$ cat config.mk
export PLATFORM = sky130hd
export DESIGN_NAME = mrp_host_flat
export DESIGN_NICKNAME = d
export VERILOG_FILES = /design/src/verilog/mrp_pkg.sv /design/src/verilog/mrp_if.sv /design/src/verilog/mrp_host.sv /design/src/flat_wrapper.sv
export SDC_FILE = /design/constraint.sdc
export NUM_CORES = 1
export LEC_CHECK = 0
export BUFFER_PORTS_ARGS = -buffer_cell sky130_fd_sc_hd__buf_4
export CORE_MARGIN = 2
export CORE_UTILIZATION = 25
export DETAILED_ROUTE_END_ITERATION = 10
export PLACE_DENSITY = 0.57
export SYNTH_ARGS = -nofsm -noshare
export SYNTH_HDL_FRONTEND = slang
export SYNTH_SLANG_ARGS = --single-unit
export TNS_END_PERCENT = 30
$ cat constraint.sdc
create_clock -name clk -period 3.7 [get_ports clk]
set_input_delay 0.74 -clock clk [delete_from_list [all_inputs] [get_ports clk]]
set_output_delay 0.74 -clock clk [all_outputs]
set_load 0.1 [all_outputs]
$ cat src/verilog/mrp_pkg.sv
package mrp_pkg;
    // port widths
    localparam int MGMT_ADDR_W          = 16;
    localparam int WORD_W               = 32;
    localparam int CFG_OFFSET_W_NARROW  = 11;
    localparam int CFG_OFFSET_W_WIDE    = 20;
    localparam int CHANNEL_SELECT_WIDTH = 2;
    localparam int CMD_ADDR_W           = 32;

    // clock rate and allowed management clock band
    localparam int CLK_MHZ           = 50;
    localparam int MGMT_CLK_MIN_MHZ  = 100;
    localparam int MGMT_CLK_MAX_MHZ  = 125;

    // device timing
    localparam int MGMT_READ_LATENCY = 2;
    localparam int CFG_STALL_CYCLES  = 3;

    // host read timeout, time in ns and cycles derived (rounded down)
    localparam int MGMT_TIMEOUT_NS     = 1000;
    localparam int MGMT_TIMEOUT_CYCLES = MGMT_TIMEOUT_NS * CLK_MHZ / 1000;

    // management register space held by the device
    localparam int MGMT_REG_COUNT            = 16;
    localparam logic [15:0] MGMT_CTRL_OFFSET   = 16'h0000;
    localparam logic [15:0] MGMT_STATUS_OFFSET = 16'h0001;
    localparam logic [31:0] MGMT_RESET_VALUE   = 32'h0000_0000;

    // transceiver register words kept per channel
    localparam int PCS_WORDS_PER_CHANNEL = 16;

    typedef enum logic [1:0] {
        HS_IDLE = 2'b00,
        HS_MGMT = 2'b01,
        HS_CFG  = 2'b10,
        HS_DONE = 2'b11
    } mrp_host_state_type;

    typedef enum logic [1:0] {
        DS_IDLE = 2'b00,
        DS_BUSY = 2'b01,
        DS_DONE = 2'b10
    } mrp_cfg_state_type;
endpackage : mrp_pkg

$ cat src/verilog/mrp_if.sv
`timescale 1ns/1ns
interface mrp_if
#(
    parameter int CH_W  = mrp_pkg::CHANNEL_SELECT_WIDTH,
    parameter int OFF_W = mrp_pkg::CFG_OFFSET_W_NARROW
)
(
    input wire logic clk,
    input wire logic rst_b
);
    import mrp_pkg::*;
    // management port
    logic                   mgmtRdStrobe;
    logic                   mgmtWrStrobe;
    logic [MGMT_ADDR_W-1:0] mgmtAddress;
    logic [WORD_W-1:0]      mgmtWriteWord;
    logic [WORD_W-1:0]      mgmtReadWord;
    logic                   mgmtReadWordQualifier;
    // transceiver reconfiguration port
    logic                   xcvrCfgReset;
    logic                   xcvrCfgRd;
    logic                   xcvrCfgWr;
    logic [CH_W+OFF_W-1:0]  xcvrCfgAddr;
    logic [WORD_W-1:0]      xcvrCfgWriteWord;
    logic [WORD_W-1:0]      xcvrCfgReadWord;
    logic                   xcvrCfgStall;

    modport device (
        input  clk, rst_b, mgmtRdStrobe, mgmtWrStrobe, mgmtAddress,
        input  mgmtWriteWord, xcvrCfgReset, xcvrCfgRd, xcvrCfgWr,
        input  xcvrCfgAddr, xcvrCfgWriteWord,
        output mgmtReadWord, mgmtReadWordQualifier,
        output xcvrCfgReadWord, xcvrCfgStall
    );
    modport host (
        input  clk, rst_b, mgmtReadWord, mgmtReadWordQualifier,
        input  xcvrCfgReadWord, xcvrCfgStall,
        output mgmtRdStrobe, mgmtWrStrobe, mgmtAddress, mgmtWriteWord,
        output xcvrCfgReset, xcvrCfgRd, xcvrCfgWr, xcvrCfgAddr,
        output xcvrCfgWriteWord
    );
endinterface : mrp_if

$ cat src/verilog/mrp_host.sv
`timescale 1ns/1ns
// What this block does
// - management accesses timed by supplied clock
// - read strobe requests management read
// - write strobe requests management write
// - 16-bit address with every management access
// - read data counts only while qualified
// - write word valid with write strobe
// - reconfiguration reset high, synchronous
// - strobes start transceiver register accesses
// - address holds channel and register offset
// - write word valid with write strobe
// - stall high until read data ready
module mrp_host
#(
    parameter int CH_W    = mrp_pkg::CHANNEL_SELECT_WIDTH,
    parameter int OFF_W   = mrp_pkg::CFG_OFFSET_W_NARROW,
    parameter int TIMEOUT = mrp_pkg::MGMT_TIMEOUT_CYCLES
)
(
    mrp_if.host                              bus,
    input  wire logic                        cmdValid,
    output logic                             cmdReady,
    input  wire logic                        cmdToCfg,
    input  wire logic                        cmdWrite,
    input  wire logic [mrp_pkg::CMD_ADDR_W-1:0] cmdAddr,
    input  wire logic [mrp_pkg::WORD_W-1:0]  cmdWriteWord,
    input  wire logic                        cfgResetReq,
    output logic                             respValid,
    output logic [mrp_pkg::WORD_W-1:0]       respWord,
    output logic                             respTimeout
);
    import mrp_pkg::*;

    localparam int CFG_ADDR_W = CH_W + OFF_W;

    // refuse shapes the logic cannot serve
    if (TIMEOUT < 1 || TIMEOUT > 65535 || CFG_ADDR_W > CMD_ADDR_W ||
        !(OFF_W == CFG_OFFSET_W_NARROW || OFF_W == CFG_OFFSET_W_WIDE))
    begin : g_bad_param
        $error("mrp_host: unsupported parameter values");
    end

    mrp_host_state_type state;
    logic [15:0]        waitCount;
    logic               abortRead;

    // command decode
    wire takeCmd   = cmdValid && cmdReady;
    wire startMgmt = takeCmd && !cmdToCfg;
    wire startCfg  = takeCmd && cmdToCfg && !bus.xcvrCfgReset;
    wire abortCfg  = takeCmd && cmdToCfg && bus.xcvrCfgReset;
    wire cfgActive = bus.xcvrCfgRd || bus.xcvrCfgWr;
    wire cfgAccept = cfgActive && !bus.xcvrCfgStall;
    wire timedOut  = waitCount == 16'h0000;

    // reconfiguration reset follows the user request, one edge later
    // drive synchronous reset
    always_ff @(posedge bus.clk or negedge bus.rst_b)
    begin
        if (!bus.rst_b)
            bus.xcvrCfgReset <= 1'b1;
        else
            bus.xcvrCfgReset <= cfgResetReq;
    end

    // management strobes: one cycle each, address and data alongside
    // clocked by clk
    always_ff @(posedge bus.clk or negedge bus.rst_b)
    begin
        if (!bus.rst_b)
        begin
            bus.mgmtRdStrobe  <= 1'b0;
            bus.mgmtWrStrobe  <= 1'b0;
            bus.mgmtAddress   <= '0;
            bus.mgmtWriteWord <= '0;
        end
        else
        begin
            bus.mgmtRdStrobe <= startMgmt && !cmdWrite;
            bus.mgmtWrStrobe <= startMgmt && cmdWrite;
            if (startMgmt)
            begin
                bus.mgmtAddress   <= cmdAddr[MGMT_ADDR_W-1:0];
                bus.mgmtWriteWord <= cmdWriteWord;
            end
        end
    end

    // reconfiguration strobes held until the device stops stalling or the port reset rises
    // cfg strobes
    always_ff @(posedge bus.clk or negedge bus.rst_b)
    begin
        if (!bus.rst_b)
        begin
            bus.xcvrCfgRd        <= 1'b0;
            bus.xcvrCfgWr        <= 1'b0;
            bus.xcvrCfgAddr      <= '0;
            bus.xcvrCfgWriteWord <= '0;
        end
        else if (startCfg)
        begin
            bus.xcvrCfgRd        <= !cmdWrite;
            bus.xcvrCfgWr        <= cmdWrite;
            bus.xcvrCfgAddr      <= cmdAddr[CFG_ADDR_W-1:0];
            bus.xcvrCfgWriteWord <= cmdWriteWord;
        end
        else if (cfgAccept || bus.xcvrCfgReset)
        begin
            bus.xcvrCfgRd <= 1'b0;
            bus.xcvrCfgWr <= 1'b0;
        end
    end

    // sequencer: one outstanding command, answers on the response port
    always_ff @(posedge bus.clk or negedge bus.rst_b)
    begin
        if (!bus.rst_b)
        begin
            state       <= HS_IDLE;
            cmdReady    <= 1'b0;
            waitCount   <= '0;
            respValid   <= 1'b0;
            respWord    <= '0;
            respTimeout <= 1'b0;
            abortRead   <= 1'b0;
        end
        else
        begin
            respValid   <= 1'b0;
            respTimeout <= 1'b0;
            unique case (state)
                HS_IDLE:
                begin
                    cmdReady <= 1'b1;
                    if (takeCmd)
                    begin
                        cmdReady  <= 1'b0;
                        waitCount <= 16'(TIMEOUT);
                        // remember a read refused by the port reset
                        abortRead <= abortCfg && !cmdWrite;
                        if (abortCfg || (startMgmt && cmdWrite))
                            state <= HS_DONE;
                        else if (startMgmt)
                            state <= HS_MGMT;
                        else
                            state <= HS_CFG;
                    end
                end
                HS_MGMT:
                begin
                    if (bus.mgmtReadWordQualifier)
                    begin
                        respWord  <= bus.mgmtReadWord;
                        respValid <= 1'b1;
                        cmdReady  <= 1'b1;
                        state     <= HS_IDLE;
                    end
                    else if (timedOut)
                    begin
                        respTimeout <= 1'b1;
                        respValid   <= 1'b1;
                        cmdReady    <= 1'b1;
                        state       <= HS_IDLE;
                    end
                    else
                        waitCount <= waitCount - 16'h0001;
                end
                HS_CFG:
                begin
                    if (cfgAccept)
                    begin
                        if (bus.xcvrCfgRd)
                            respWord <= bus.xcvrCfgReadWord;
                        respValid <= 1'b1;
                        cmdReady  <= 1'b1;
                        state     <= HS_IDLE;
                    end
                    else if (bus.xcvrCfgReset)
                    begin
                        respTimeout <= 1'b1;
                        respValid   <= 1'b1;
                        cmdReady    <= 1'b1;
                        state       <= HS_IDLE;
                    end
                end
                HS_DONE:
                begin
                    respTimeout <= abortRead;
                    respValid   <= 1'b1;
                    cmdReady    <= 1'b1;
                    state       <= HS_IDLE;
                end
            endcase
        end
    end
endmodule : mrp_host

$ cat src/flat_wrapper.sv
// flat-port wrapper written by rule: the top's interface ports become plain ports
module mrp_host_flat import mrp_pkg::*;
#(
    parameter int CH_W    = mrp_pkg::CHANNEL_SELECT_WIDTH,
    parameter int OFF_W   = mrp_pkg::CFG_OFFSET_W_NARROW,
    parameter int TIMEOUT = mrp_pkg::MGMT_TIMEOUT_CYCLES
)
  (cmdValid, cmdReady, cmdToCfg, cmdWrite, cmdAddr, cmdWriteWord, cfgResetReq, respValid, respWord, respTimeout, clk, rst_b, bus_mgmtReadWord, bus_mgmtReadWordQualifier, bus_xcvrCfgReadWord, bus_xcvrCfgStall, bus_mgmtRdStrobe, bus_mgmtWrStrobe, bus_mgmtAddress, bus_mgmtWriteWord, bus_xcvrCfgReset, bus_xcvrCfgRd, bus_xcvrCfgWr, bus_xcvrCfgAddr, bus_xcvrCfgWriteWord);
  mrp_if #(.CH_W(CH_W), .OFF_W(OFF_W)) bus_i (.clk(clk), .rst_b(rst_b));
  input  wire logic cmdValid;
  output logic cmdReady;
  input  wire logic cmdToCfg;
  input  wire logic cmdWrite;
  input  wire logic [mrp_pkg::CMD_ADDR_W-1:0] cmdAddr;
  input  wire logic [mrp_pkg::WORD_W-1:0] cmdWriteWord;
  input  wire logic cfgResetReq;
  output logic respValid;
  output logic [mrp_pkg::WORD_W-1:0] respWord;
  output logic respTimeout;
  input wire logic clk;
  input wire logic rst_b;
  input wire logic [$bits(bus_i.mgmtReadWord)-1:0] bus_mgmtReadWord;
  input wire logic [$bits(bus_i.mgmtReadWordQualifier)-1:0] bus_mgmtReadWordQualifier;
  input wire logic [$bits(bus_i.xcvrCfgReadWord)-1:0] bus_xcvrCfgReadWord;
  input wire logic [$bits(bus_i.xcvrCfgStall)-1:0] bus_xcvrCfgStall;
  output wire logic [$bits(bus_i.mgmtRdStrobe)-1:0] bus_mgmtRdStrobe;
  output wire logic [$bits(bus_i.mgmtWrStrobe)-1:0] bus_mgmtWrStrobe;
  output wire logic [$bits(bus_i.mgmtAddress)-1:0] bus_mgmtAddress;
  output wire logic [$bits(bus_i.mgmtWriteWord)-1:0] bus_mgmtWriteWord;
  output wire logic [$bits(bus_i.xcvrCfgReset)-1:0] bus_xcvrCfgReset;
  output wire logic [$bits(bus_i.xcvrCfgRd)-1:0] bus_xcvrCfgRd;
  output wire logic [$bits(bus_i.xcvrCfgWr)-1:0] bus_xcvrCfgWr;
  output wire logic [$bits(bus_i.xcvrCfgAddr)-1:0] bus_xcvrCfgAddr;
  output wire logic [$bits(bus_i.xcvrCfgWriteWord)-1:0] bus_xcvrCfgWriteWord;
  assign bus_i.mgmtReadWord = bus_mgmtReadWord;
  assign bus_i.mgmtReadWordQualifier = bus_mgmtReadWordQualifier;
  assign bus_i.xcvrCfgReadWord = bus_xcvrCfgReadWord;
  assign bus_i.xcvrCfgStall = bus_xcvrCfgStall;
  assign bus_mgmtRdStrobe = bus_i.mgmtRdStrobe;
  assign bus_mgmtWrStrobe = bus_i.mgmtWrStrobe;
  assign bus_mgmtAddress = bus_i.mgmtAddress;
  assign bus_mgmtWriteWord = bus_i.mgmtWriteWord;
  assign bus_xcvrCfgReset = bus_i.xcvrCfgReset;
  assign bus_xcvrCfgRd = bus_i.xcvrCfgRd;
  assign bus_xcvrCfgWr = bus_i.xcvrCfgWr;
  assign bus_xcvrCfgAddr = bus_i.xcvrCfgAddr;
  assign bus_xcvrCfgWriteWord = bus_i.xcvrCfgWriteWord;
  mrp_host #(.CH_W(CH_W), .OFF_W(OFF_W), .TIMEOUT(TIMEOUT)) u_core (.bus(bus_i), .cmdValid(cmdValid), .cmdReady(cmdReady), .cmdToCfg(cmdToCfg), .cmdWrite(cmdWrite), .cmdAddr(cmdAddr), .cmdWriteWord(cmdWriteWord), .cfgResetReq(cfgResetReq), .respValid(respValid), .respWord(respWord), .respTimeout(respTimeout));
endmodule
Yosys cells after proc, flatten, opt, wreduce, memory -nomap -nowiden
Index checks and enable logic that the tools add are counted.
{ "totals": {"regBits": 152, "input_bits": 136, "output_inout_bits": 133, "wordCells": 87} }
{ "classes": {"addsub": 1, "n_eq_ne": 11, "mux": 33, "n_reduce_logical": 26} }
{ "ops": {"columns": ["operator", "count"], "rows": [
  ["32-bit two-way mux", 3],
  ["32-bit one-hot mux with 2 select lines", 1],
  ["16-bit two-way mux", 3],
  ["16-bit one-hot mux with 2 select lines", 1],
  ["16-bit logical NOT", 1],
  ["16-bit by 1-bit subtractor with 16-bit output, second input constant", 1],
  ["1-bit two-way mux", 14],
  ["2-bit two-way mux", 7],
  ["1-bit logical AND", 9],
  ["2-bit one-hot mux with 4 select lines", 1],
  ["4-bit AND reduction", 2],
  ["2-bit by 1-bit != test with 1-bit output, second input constant", 3],
  ["2-bit != test, second input constant", 3],
  ["1-bit one-hot mux with 3 select lines", 2],
  ["2-bit nonzero test", 3],
  ["2-bit equality test, second input constant", 2],
  ["1-bit logical NOT", 4],
  ["1-bit one-hot mux with 4 select lines", 1],
  ["2-bit AND reduction", 2],
  ["1-bit logical OR", 3],
  ["3-bit by 1-bit != test with 1-bit output, second input constant", 1],
  ["3-bit by 2-bit != test with 1-bit output, second input constant", 1],
  ["3-bit AND reduction", 1],
  ["2-bit by 1-bit equality test with 1-bit output, second input constant", 1],
  ["2-bit logical NOT", 1]
]} }

Longest topological paths before layout
Gate-level depths: netlist of run 1.
{ "logic_depth": {"depth_word": 7, "ltp_mapped": 8, "depth_no_buf": 7} }

Worst setup path before layout of run 1
Ideal clock, no wire load.
{ "synth_path": {"path_kind": "flip-flop to flip-flop", "from": "register u_core.cmdReady", "to": "register u_core.waitCount[10]", "setup_ns": 0.078, "arrival_time_ns": 2.219, "t_required_ns": 3.622, "slack_ns": 1.403, "stages_incl_launch_ff": 6, "n_path_buf": 0, "synth_period_minus_slack_ns": 2.297, "path_cell_list": "dfrtp_1 -> a21oi_1 -> nor3b_1 -> nand3_1 -> or3_1 -> a21oi_1"} }
{ "synth_between": {"elab_chain_cells": 3} }
{ "synth_rtl": {"columns": ["element", "line", "rtl"], "rows": [
  ["start, declared", "mrp_host.sv:23", "output logic cmdReady,"],
  ["start signal, assigned", "mrp_host.sv:121", "cmdReady <= 1'b0;"],
  ["start signal, assigned", "mrp_host.sv:135", "cmdReady <= 1'b1;"],
  ["start signal, assigned", "mrp_host.sv:138", "cmdReady <= 1'b0;"],
  ["1-bit logical AND", "mrp_host.sv:49", "wire takeCmd = cmdValid && cmdReady;"],
  ["2-bit by 1-bit != test with 1-bit output (no line)", null, null],
  ["4-bit AND reduction (no line)", null, null],
  ["end signal, assigned", "mrp_host.sv:139", "waitCount <= 16'(TIMEOUT);"],
  ["end signal, assigned", "mrp_host.sv:167", "waitCount <= waitCount - 16'h0001;"],
  ["end, declared", "mrp_host.sv:45", "logic [15:0] waitCount;"]
]} }
No other way between the ends.
A chain may end at the register's enable or synchronous reset.

Worst setup path after layout of run 1
{ "layout_path": {"from": "register u_core.waitCount[7]", "to": "register u_core.waitCount[8]"} }
{ "layout_between": {"elab_chain_cells": 4, "word_cells_on_any_way": 7, "cone_classes": "1 x add/sub; 1 x eq/ne; 3 x mux; 2 x reduce/logical"} }
{ "layout_rtl": {"columns": ["element", "line", "rtl"], "rows": [
  ["16-bit by 1-bit subtractor with 16-bit output", "mrp_host.sv:167", null],
  ["16-bit two-way mux", "mrp_host.sv:159", "else if (timedOut)"],
  ["16-bit two-way mux", "mrp_host.sv:152", "if (bus.mgmtReadWordQualifier)"],
  ["16-bit one-hot mux with 2 select lines", "mrp_host.sv:132", "unique case (state)"]
]} }
Several ways; a longest one is shown, not always the timed one. The select of a mux whose other input is x is not followed.

==> results.ini, run 1 <==
[global_routing]
grt_max_degree = 76
grt_overflow_total = 0
grt_pass1_wl_um = 26490
grt.total_usage = 0.1289
grt_pass1_vias = 4889
antenna_found_initial = 0

[timing]
period_needed_ns = 2.362
finalMaxSlewViolations = 0
finalSetupTns_ns = 0
setup_violations = 0
fin_worst_skew_ns = 0.008906
finalHoldViolations = 0
worstMarginPinSlew_ns = 0.8159
max-slew-margin-rel = 0.4561
holdWs_ns = 0.2548
rsz0062_at_grt = false
max_freq_mhz = 423.4
fin_crit_sh = 0.6384

[worst_setup_path]
cp_max_fo = 11
cp_cell_sequence = nor4_1 > nand4_1 > a21oi_1 > o21ai_0 > a21oi_1
reg2reg_depth = 5
cp-end-kind = flop
crit_slowest_cell = nor4_1
r2r_start = u_core.waitCount[7]$_DFFE_PN0P_
cp_slowest_stage_delay_ns = 0.63
critPathKind = reg -> reg
crit_top_cell = a21oi_1
rrSetupSlack_ns = 1.34
critPathLaunchType = flop
crit-reg2reg-capture = u_core.waitCount[8]$_DFFE_PN0P_
critPathRequiredTime_ns = 4.04
cp.arrival_ns = 2.70

[floorplanning]
dieHeight_um = 162.6
initial_core_util = 0.2521
rows = 58
fp.dieW_um = 162.6
die_area_sq_mm = 0.02645
io_pins = 269
fp.coreArea_sq_mm = 0.02496

[detailed_routing]
drc_errors = 0
drt-total-wl_um = 17000
vias = 4785
drt_first_pass_iters = 4
ant_nets = 0
first_iter_violations = 154
vias_per_cell = 4.394
wl_per_cell_um = 15.61

[placement]
gp_congestion = 0.7731
place.port_buffers = 252
hpwl_um = 12080

[cells_and_area]
drive_above_1_share = 0.5191
area_delta_synth_final_pct = 45.99
final_nets = 885
antenna_cells = 0

[clock_tree]
cts_sinks = 152
clk_latency_ns = 0.42
cts_root_buf = clkbuf_16
clk_pin_slew_worst_paths_ns = 0.07
htree_num_levels = 4
cts_buffers = 17
cts_resized = 0
cts.path.max_buffers = 2
cts_hold_buf = 0
post_cts_buffers = 0
tritoncts = yes

[yosys]
netlist_instances = 492
syn_area_per_cell_sq_um = 12.79
synth_warnings = 0
ys_types = 39
synth_edf_count = 0
ys_seq_elements = 152
synth_seq_area_share = 0.6047
synth_top_area_frac = 0.6005
yosys.cell_count.top_type = dfrtp_1
syn_nets = 630
synth_area_leaders = dfrtp_1 (60%), mux2_2 (17%), mux2i_1 (5.6%)
synthTopCellsByCount = dfrtp_1 (151), mux2_2 (93), o21ai_0 (42), nand2_1 (40), mux2i_1 (35)
synth_top_area_cell = dfrtp_1
synthFlopType = dfrtp_1
mappedNetlistArea_sq_mm = 0.006292
async_flop_share = 1.000

[outcome]
status = finished clean

[run]
max_cap_violations = 0

[min_path]
hold_path_class = in -> async

[cell type report]
type,instances,area [sq um]
Fill cell,2506,15780
Sequential cell,152,3805
Multi-Input combinational cell,307,2390
Timing Repair Buffer,260,1968
Clock buffer,18,429.2
Tap cell,330,412.9
Clock inverter,13,147.6
Inverter,9,33.78
[flip-flops by register name (all words and copies together) (netlist names), 2 cells and up]
name	cells
u_core.bus.mgmtAddress	16
u_core.state	2
u_core.bus.xcvrCfgWriteWord	32
u_core.bus.mgmtWriteWord	32
u_core.waitCount	16
u_core.bus.xcvrCfgAddr	13
u_core.respWord	32
[cells in the final DEF (no fill, tap or decap), types with 7 or more instances in the layout]
cell type / n
buf_4: 258
dfrtp_1: 151
mux2_2: 93
o21ai_0: 42
nand2_1: 40
mux2i_1: 35
a21oi_1: 18
clkbuf_16: 17
nor2_1: 16
inv_1: 9
or3_1: 7
[per-stage QoR]
step / std cells / util / worst slack, ns / cell area [sq um]
global route: 1089 / 0.3680 / 1.042 / 9186
finish: 1089 / 0.3680 / 1.338 / 9186
CTS: 1089 / 0.3680 / 1.346 / 9186
global placement: 1058 / 0.3449 / 1.194 / 8610
floorplan: 492 / - / 1.403 / 6292
detailed placement: 1058 / 0.3449 / 1.180 / 8610
[cells by family after synthesis]
logic type,after synthesis,synth area share
flip-flops,152,0.6047
multiplexers,128,0.2221
AND/OR/NAND/NOR,103,0.08451
AO/OA/AOI/OAI,74,0.06423
buffers and inverters,33,0.02048
adder cells (fa/ha/maj),2,0.003976
[per-layer routing]
metal | share of wire | vias to the layer above | global-route usage
met4 | 0.012 | 0 | 0.03821
met2 | 0.47 | 187 | 0.2091
met1 | 0.40 | 2318 | 0.1487
met5 | 0 | - | 0
met3 | 0.12 | 14 | 0.06672
li1 | - | 2266 | -
[worst max-delay path by stage]
| stage | cells after the start | from | slack, ns | end |
|---|---|---|---|---|
| after CTS | 5 | u_core.waitCount[7]$_DFFE_PN0P_ | 1.35 | u_core.waitCount[8]$_DFFE_PN0P_ |
| after floorplan | 5 | u_core.cmdReady$_DFFE_PN0P_ | 1.40 | u_core.waitCount[10]$_DFFE_PN0P_ |
| final | 5 | u_core.waitCount[7]$_DFFE_PN0P_ | 1.34 | u_core.waitCount[8]$_DFFE_PN0P_ |
| after global placement | 5 | cmdValid | 1.19 | u_core.bus.mgmtWriteWord[21]$_DFFE_PN0N_ |
| after detailed placement | 5 | cmdValid | 1.18 | u_core.bus.mgmtAddress[8]$_DFFE_PN0N_ |
| after global routing | 5 | u_core.waitCount[7]$_DFFE_PN0P_ | 1.04 | u_core.waitCount[8]$_DFFE_PN0P_ |
[worst max-delay path: cells and delay by family (launching register included)]
kind | cells | cell delay [ns]
simple gates | 2 | 0.90
compound gates | 3 | 0.95
flops | 1 | 0.44
Power of run 1 is not shown: default switching activity piles up to over one toggle a cycle in this logic, so the estimate is an artifact.
==> run 2, diff against run 1 <==
--- a/config.mk
+++ b/config.mk
@@ -5,6 +5,7 @@
 export SDC_FILE = /design/constraint.sdc
 export NUM_CORES = 1
 export LEC_CHECK = 0
+export ABC_AREA = 1
 export BUFFER_PORTS_ARGS = -buffer_cell sky130_fd_sc_hd__buf_4
 export CORE_MARGIN = 2
 export CORE_UTILIZATION = 25
==> constraint.sdc (replaced) <==
create_clock -name clk -period 2.2 [get_ports clk]
set_input_delay 0.44 -clock clk [delete_from_list [all_inputs] [get_ports clk]]
set_output_delay 0.44 -clock clk [all_outputs]
set_load 0.1 [all_outputs]
==> run 2 against run 1 <==
Worst setup slack worse by 0.93 ns. Area after synthesis is 3.8% higher. Critical path depth shrank 4. Critical path type is now reg -> out. Register-to-register slack got worse by 0.77 ns. Utilization is 0.49 points lower. Worst hold slack got worse by 0.12 ns. Via count grew 14%. Wire length is 5.0% higher. First-iteration DRC count rose by 38%. Clock skew fell by 0.00064 ns. Critical endpoint is now bus_xcvrCfgReset. Design area grew 2.1%. Flip-flop and latch count is the same.
==> results.ini, run 2 <==
[detailed_routing]
vias_per_cell = 4.142
wl_per_cell_um = 13.57
drc_errors = 0
ant_nets = 0
drt-total-wl_um = 17850
first_iter_violations = 212
vias = 5451
drt_first_pass_iters = 4

[outcome]
status = finished clean

[floorplanning]
dieHeight_um = 165.6
die_area_sq_mm = 0.02744
fp.dieW_um = 165.6
io_pins = 269
fp.coreArea_sq_mm = 0.02584
rows = 59
initial_core_util = 0.2528

[timing]
finalSetupTns_ns = 0
holdWs_ns = 0.1302
max_freq_mhz = 557.9
worst_slack_ns = 0.4075
finalMaxSlewViolations = 0
fin_crit_sh = 0.8148
worstMarginPinSlew_ns = 0.5642
period_needed_ns = 1.793
finalHoldViolations = 0
rsz0062_at_grt = false
max-slew-margin-rel = 0.6224
setup_violations = 0
fin_worst_skew_ns = 0.008268

[worst_setup_path]
crit_slowest_cell = dfstp_2
cp_slowest_stage_delay_ns = 0.61
cp_max_fo = 6
rrSetupSlack_ns = 0.57
critPathRequiredTime_ns = 1.76
crit_family = flip-flops
cp-end-kind = primary output
cp_cell_sequence = buf_4
critPathLaunchType = flop
cp.arrival_ns = 1.35
critPathKind = reg -> out
crit_buf_inv = 1

[yosys]
ys_seq_elements = 152
synth_top_area_cell = dfrtp_1
synthTopCellsByCount = nand2_1 (245), dfrtp_1 (151), o21ai_0 (95), inv_1 (71), mux2_2 (35)
syn_nets = 857
synth_seq_area_share = 0.5825
synthFlopType = dfrtp_1
syn_area_per_cell_sq_um = 9.086
netlist_instances = 719
synth_edf_count = 0
ys_types = 28
mappedNetlistArea_sq_mm = 0.006533
synth_warnings = 0
synth_top_area_frac = 0.5784
synth_area_leaders = dfrtp_1 (58%), nand2_1 (14%), o21ai_0 (7.3%)
async_flop_share = 1.000
yosys.cell_count.top_type = nand2_1

[global_routing]
met2_usage = 0.2055
grt_busiest_layer = met2
antenna_found_initial = 0
use_met3 = 0.06117
grt_pass1_wl_um = 29750
grt_max_degree = 66
grt_overflow_total = 0
met1_usage = 0.1739
grt_pass1_vias = 5489
grt.total_usage = 0.1345

[cells_and_area]
area_delta_synth_final_pct = 43.61
drive_above_1_share = 0.3547
top_regs = u_core.bus.mgmtWriteWord: 32 flops, u_core.bus.xcvrCfgWriteWord: 32 flops, u_core.respWord: 32 flops
fillers = 2686
layout_common_cells = buf_4 (257), nand2_1 (243), dfrtp_1 (151), o21ai_0 (95), inv_1 (71)
final_common_cell = buf_4
antenna_cells = 0
final_nets = 1107

[clock_tree]
cts_resized = 0
cts.path.max_buffers = 2
htree_num_levels = 4
cts_buffers = 17
cts_sinks = 152
post_cts_buffers = 0
clk_latency_ns = 0.42
clk_pin_slew_worst_paths_ns = 0.07
cts_root_buf = clkbuf_16
tritoncts = yes

[run]
max_cap_violations = 0

[placement]
place.port_buffers = 252
hpwl_um = 12820
gp_congestion = 0.7434
pre_cts_ws_ns = 0.4807

[min_path]
hold_path_class = in -> reg

==> run 2: cell count changes in the layout (fill, tap and decap cells not counted), moves of 7 or more <==
cell	previous run	this run
nand2_1	40	243
mux2_2	93	35
nand3_1	6	23
mux2i_1	35	0
nor2_1	16	27
or3_1	7	0
inv_1	9	71
o21ai_0	42	95
a21oi_1	18	1
==> run 2: cell families (layout without fill, tap and decap cells) <==
group | after synthesis | after routing | synth area share
AO/OA/AOI/OAI | 112 | 112 | 0.09155
XOR/XNOR | 7 | 7 | 0.009385
adder cells (fa/ha/maj) | 2 | 2 | 0.003830
buffers and inverters | 104 | 366 | 0.06646
flip-flops | 152 | 152 | 0.5825
multiplexers | 35 | 35 | 0.06033
AND/OR/NAND/NOR | 307 | 307 | 0.1860
==> run 2: metal layers <==
layer	part of all wire	up-vias	wire [um]
li1	-	2761	-
met1	0.44	2480	7806
met2	0.46	198	8134
met3	0.099	12	1769
met4	0.0081	0	144
met5	0	-	0
==> run 2: path summary, 6_finish.rpt <==
check | start | endpoint | cells after the start
max | u_core.bus.xcvrCfgReset$_DFF_PN1_ | bus_xcvrCfgReset | 1
min | cfgResetReq | u_core.bus.xcvrCfgReset$_DFF_PN1_ | 1
max reg2reg | u_core.state[1]$_DFFE_PN0P_ | u_core.respWord[22]$_DFFE_PN0P_ | 7
min reg2reg | u_core.waitCount[0]$_DFFE_PN0P_ | u_core.waitCount[0]$_DFFE_PN0P_ | 1
max in group asynchronous | rst_b | u_core.bus.xcvrCfgWriteWord[25]$_DFFE_PN0P_ | 3
min in group asynchronous | rst_b | u_core.respWord[31]$_DFFE_PN0P_ | 2
==> run 2: per-stage QoR <==
| stage | util | instances | instance area (sq um) |
|---|---|---|---|
| finish | 0.3631 | 1316 | 9382 |
| global route | 0.3631 | 1316 | 9382 |
| CTS | 0.3631 | 1316 | 9382 |
| detailed placement | 0.3413 | 1284 | 8818 |
| global placement | 0.3413 | 1284 | 8818 |
| floorplan | - | 719 | 6533 |
==> run 2: layout make-up <==
class	count	area, sq um	share of cell area
flip-flops and latches	152	3805	0.4056
multi-input cells	463	2303	0.2455
repair buffers	263	2031	0.2165
clock buffers	17	425.4	0.04535
well taps	335	419.2	0.04468
inverters	72	270.3	0.02881
clock inverters	14	127.6	0.01360
==> run 2: timing repair <==
item,4_1_cts,5_1_grt
hold endpoints to repair,26,0
hold buffers,1,0
endpoints found under the setup margin,0,0
Power of run 2 is left out for the same reason.
==> run 3, diff against run 2 <==
--- a/config.mk
+++ b/config.mk
@@ -10,7 +10,7 @@
 export CORE_MARGIN = 2
 export CORE_UTILIZATION = 25
 export DETAILED_ROUTE_END_ITERATION = 10
-export PLACE_DENSITY = 0.57
+export PLACE_DENSITY = 0.59
 export SYNTH_ARGS = -nofsm -noshare
 export SYNTH_HDL_FRONTEND = slang
 export SYNTH_SLANG_ARGS = --single-unit
==> constraint.sdc (replaced) <==
create_clock -name clk -period 1.49 [get_ports clk]
set_input_delay 0.298 -clock clk [delete_from_list [all_inputs] [get_ports clk]]
set_output_delay 0.298 -clock clk [all_outputs]
set_load 0.1 [all_outputs]
==> run 3 against run 2 <==
The run now ends with negative setup slack left. Sequential share of layout area is 2.8 points lower. Die area unchanged. Flip-flop and latch count did not move. Worst hold slack got worse by 0.059 ns. Worst setup slack got worse by 0.48 ns. Count of clock-buffer cells in the layout rose by 3. Wire length rose by 6.8%. Cell count rose by 4.3%. Critical path depth is the same. Clock skew grew 0.011 ns. Critical path type unchanged. Critical endpoint unchanged. Largest cell class unchanged.
==> results.ini, run 3 (same netlist as run 2, synthesis figures left out) <==
[outcome]
status = complete, but fails checks
violations = negative setup slack

[clock_tree]
clk_latency_ns = 0.42
cts_root_buf = clkbuf_16
tritoncts = yes
clk_pin_slew_worst_paths_ns = 0.07
htree_num_levels = 4
cts_sinks = 152
cts.path.max_buffers = 2
cts_buffers = 17

[timing]
period_needed_ns = 1.558
fin_worst_skew_ns = 0.01881
finalHoldViolations = 0
worst_slack_ns = -0.06791
rsz0062_at_grt = true
worstMarginPinSlew_ns = 0.4867
setup_violations = 1
max_freq_mhz = 641.9
max-slew-margin-rel = 0.6755
finalMaxSlewViolations = 0
fin_crit_sh = 1.046

[worst_setup_path]
cp.arrival_ns = 1.26
path_depth = 1
critPathRequiredTime_ns = 1.19
crit_slowest_cell = dfstp_4
cp_cell_sequence = buf_12
rrSetupSlack_ns = 0.03
cp_slowest_stage_delay_ns = 0.66
r2r_start = u_core.waitCount[1]$_DFFE_PN0P_
cp_max_fo = 2
crit-reg2reg-capture = u_core.waitCount[8]$_DFFE_PN0P_
critPathLaunchType = flop
crit_buf_inv = 1
cp-end-kind = primary output
reg2reg_depth = 8
critPathKind = reg -> out
crit_family = flip-flops

[global_routing]
grt_max_degree = 43
grt_pass1_vias = 5947
grt.total_usage = 0.1371
grt_overflow_total = 0
antenna_found_initial = 1
grt_pass1_wl_um = 30740

[cells_and_area]
top_regs = u_core.bus.mgmtWriteWord: 32 flops, u_core.bus.xcvrCfgWriteWord: 32 flops, u_core.respWord: 32 flops
final_common_cell = buf_4
final_cells = 1373
final_nets = 1163
utilization = 0.3911
drive_above_1_share = 0.4002
area_delta_synth_final_pct = 54.70
layout_common_cells = buf_4 (289), nand2_1 (239), dfrtp_1 (148), o21ai_0 (92), inv_1 (69)

[floorplanning]
fp.dieW_um = 165.6
die_area_sq_mm = 0.02744
fp.coreArea_sq_mm = 0.02584
io_pins = 269
initial_core_util = 0.2528
dieHeight_um = 165.6
rows = 59

[placement]
place.port_buffers = 252
placed_cells = 1331
pre_cts_ws_ns = 0.006102
gp_congestion = 0.7845
hpwl_um = 13780

[detailed_routing]
drc_errors = 0
wl_per_cell_um = 13.89
drt_first_pass_iters = 4
first_iter_violations = 323
ant_nets = 0
vias = 5731
vias_per_cell = 4.174
drt-total-wl_um = 19070

[min_path]
hold_end = u_core.bus.mgmtRdStrobe$_DFF_PN0_
hold_depth = 2
hold_path_class = in -> reg
worstHoldStart = cmdWrite

[run]
max_cap_violations = 0

==> run 3: changes by cell type in the layout (fill, tap and decap cells not counted), sizes merged <==
| cell | change |
|---|---|
| dlygate4sd3 | +1 |
| buf | +50 |
| diode | +1 |
| inv | -9 |
| bufinv | +1 |
| clkinv | +4 |
| clkbuf | +8 |
| clkinvlp | +1 |
==> run 3: per-stage QoR <==
step	hold WS [ns]	area, sq um	TNS (ns)
global placement	0.3017	9283	0
CTS	0.05656	9869	-0.1059
global route	0.07007	10110	-1.112
detailed placement	0.2949	9283	0
finish	0.07107	10110	-0.06791
floorplan	0.002409	6594	-0.9858
==> run 3: metal layers <==
layer	wire, um	track usage
met3	1703	0.05759
met1	8200	0.1697
met5	0	0
met4	167	0.03251
met2	8998	0.2226
==> run 3: how the worst max path moves through the flow <==
stage	from	to	slack, ns
final	u_core.bus.xcvrCfgReset$_DFF_PN1_	bus_xcvrCfgReset	-0.07
after detailed placement	u_core.waitCount[0]$_DFFE_PN0P_	u_core.waitCount[4]$_DFFE_PN0P_	0.006
after CTS	u_core.bus.xcvrCfgReset$_DFF_PN1_	bus_xcvrCfgReset	-0.09
after floorplan	u_core.bus.xcvrCfgWr$_DFFE_PN0P_	u_core.respWord[10]$_DFFE_PN0P_	-0.03
after global routing	u_core.bus.xcvrCfgReset$_DFF_PN1_	bus_xcvrCfgReset	-0.10
after global placement	u_core.waitCount[0]$_DFFE_PN0P_	u_core.waitCount[5]$_DFFE_PN0P_	0.03
==> run 3: cell type report <==
cell class | count | area, sq um
diodes | 1 | 2.502
clock buffers | 20 | 436.7
clock inverters | 11 | 100.1
fillers | 2607 | 15730
inverters | 72 | 272.8
multi-input cells | 463 | 2360
flip-flops and latches | 152 | 3820
well taps | 335 | 419.2
repair buffers | 319 | 2695
==> run 3: timing repair <==
action,4_1_cts,5_1_grt
gates cloned,0,5
setup endpoints to repair,2,91
buffers inserted,1,2
resized for setup,7,24
pin swaps,0,1
endpoints found under the hold margin,117,0
hold buffers,2,0
Power of run 3 is left out for the same reason.
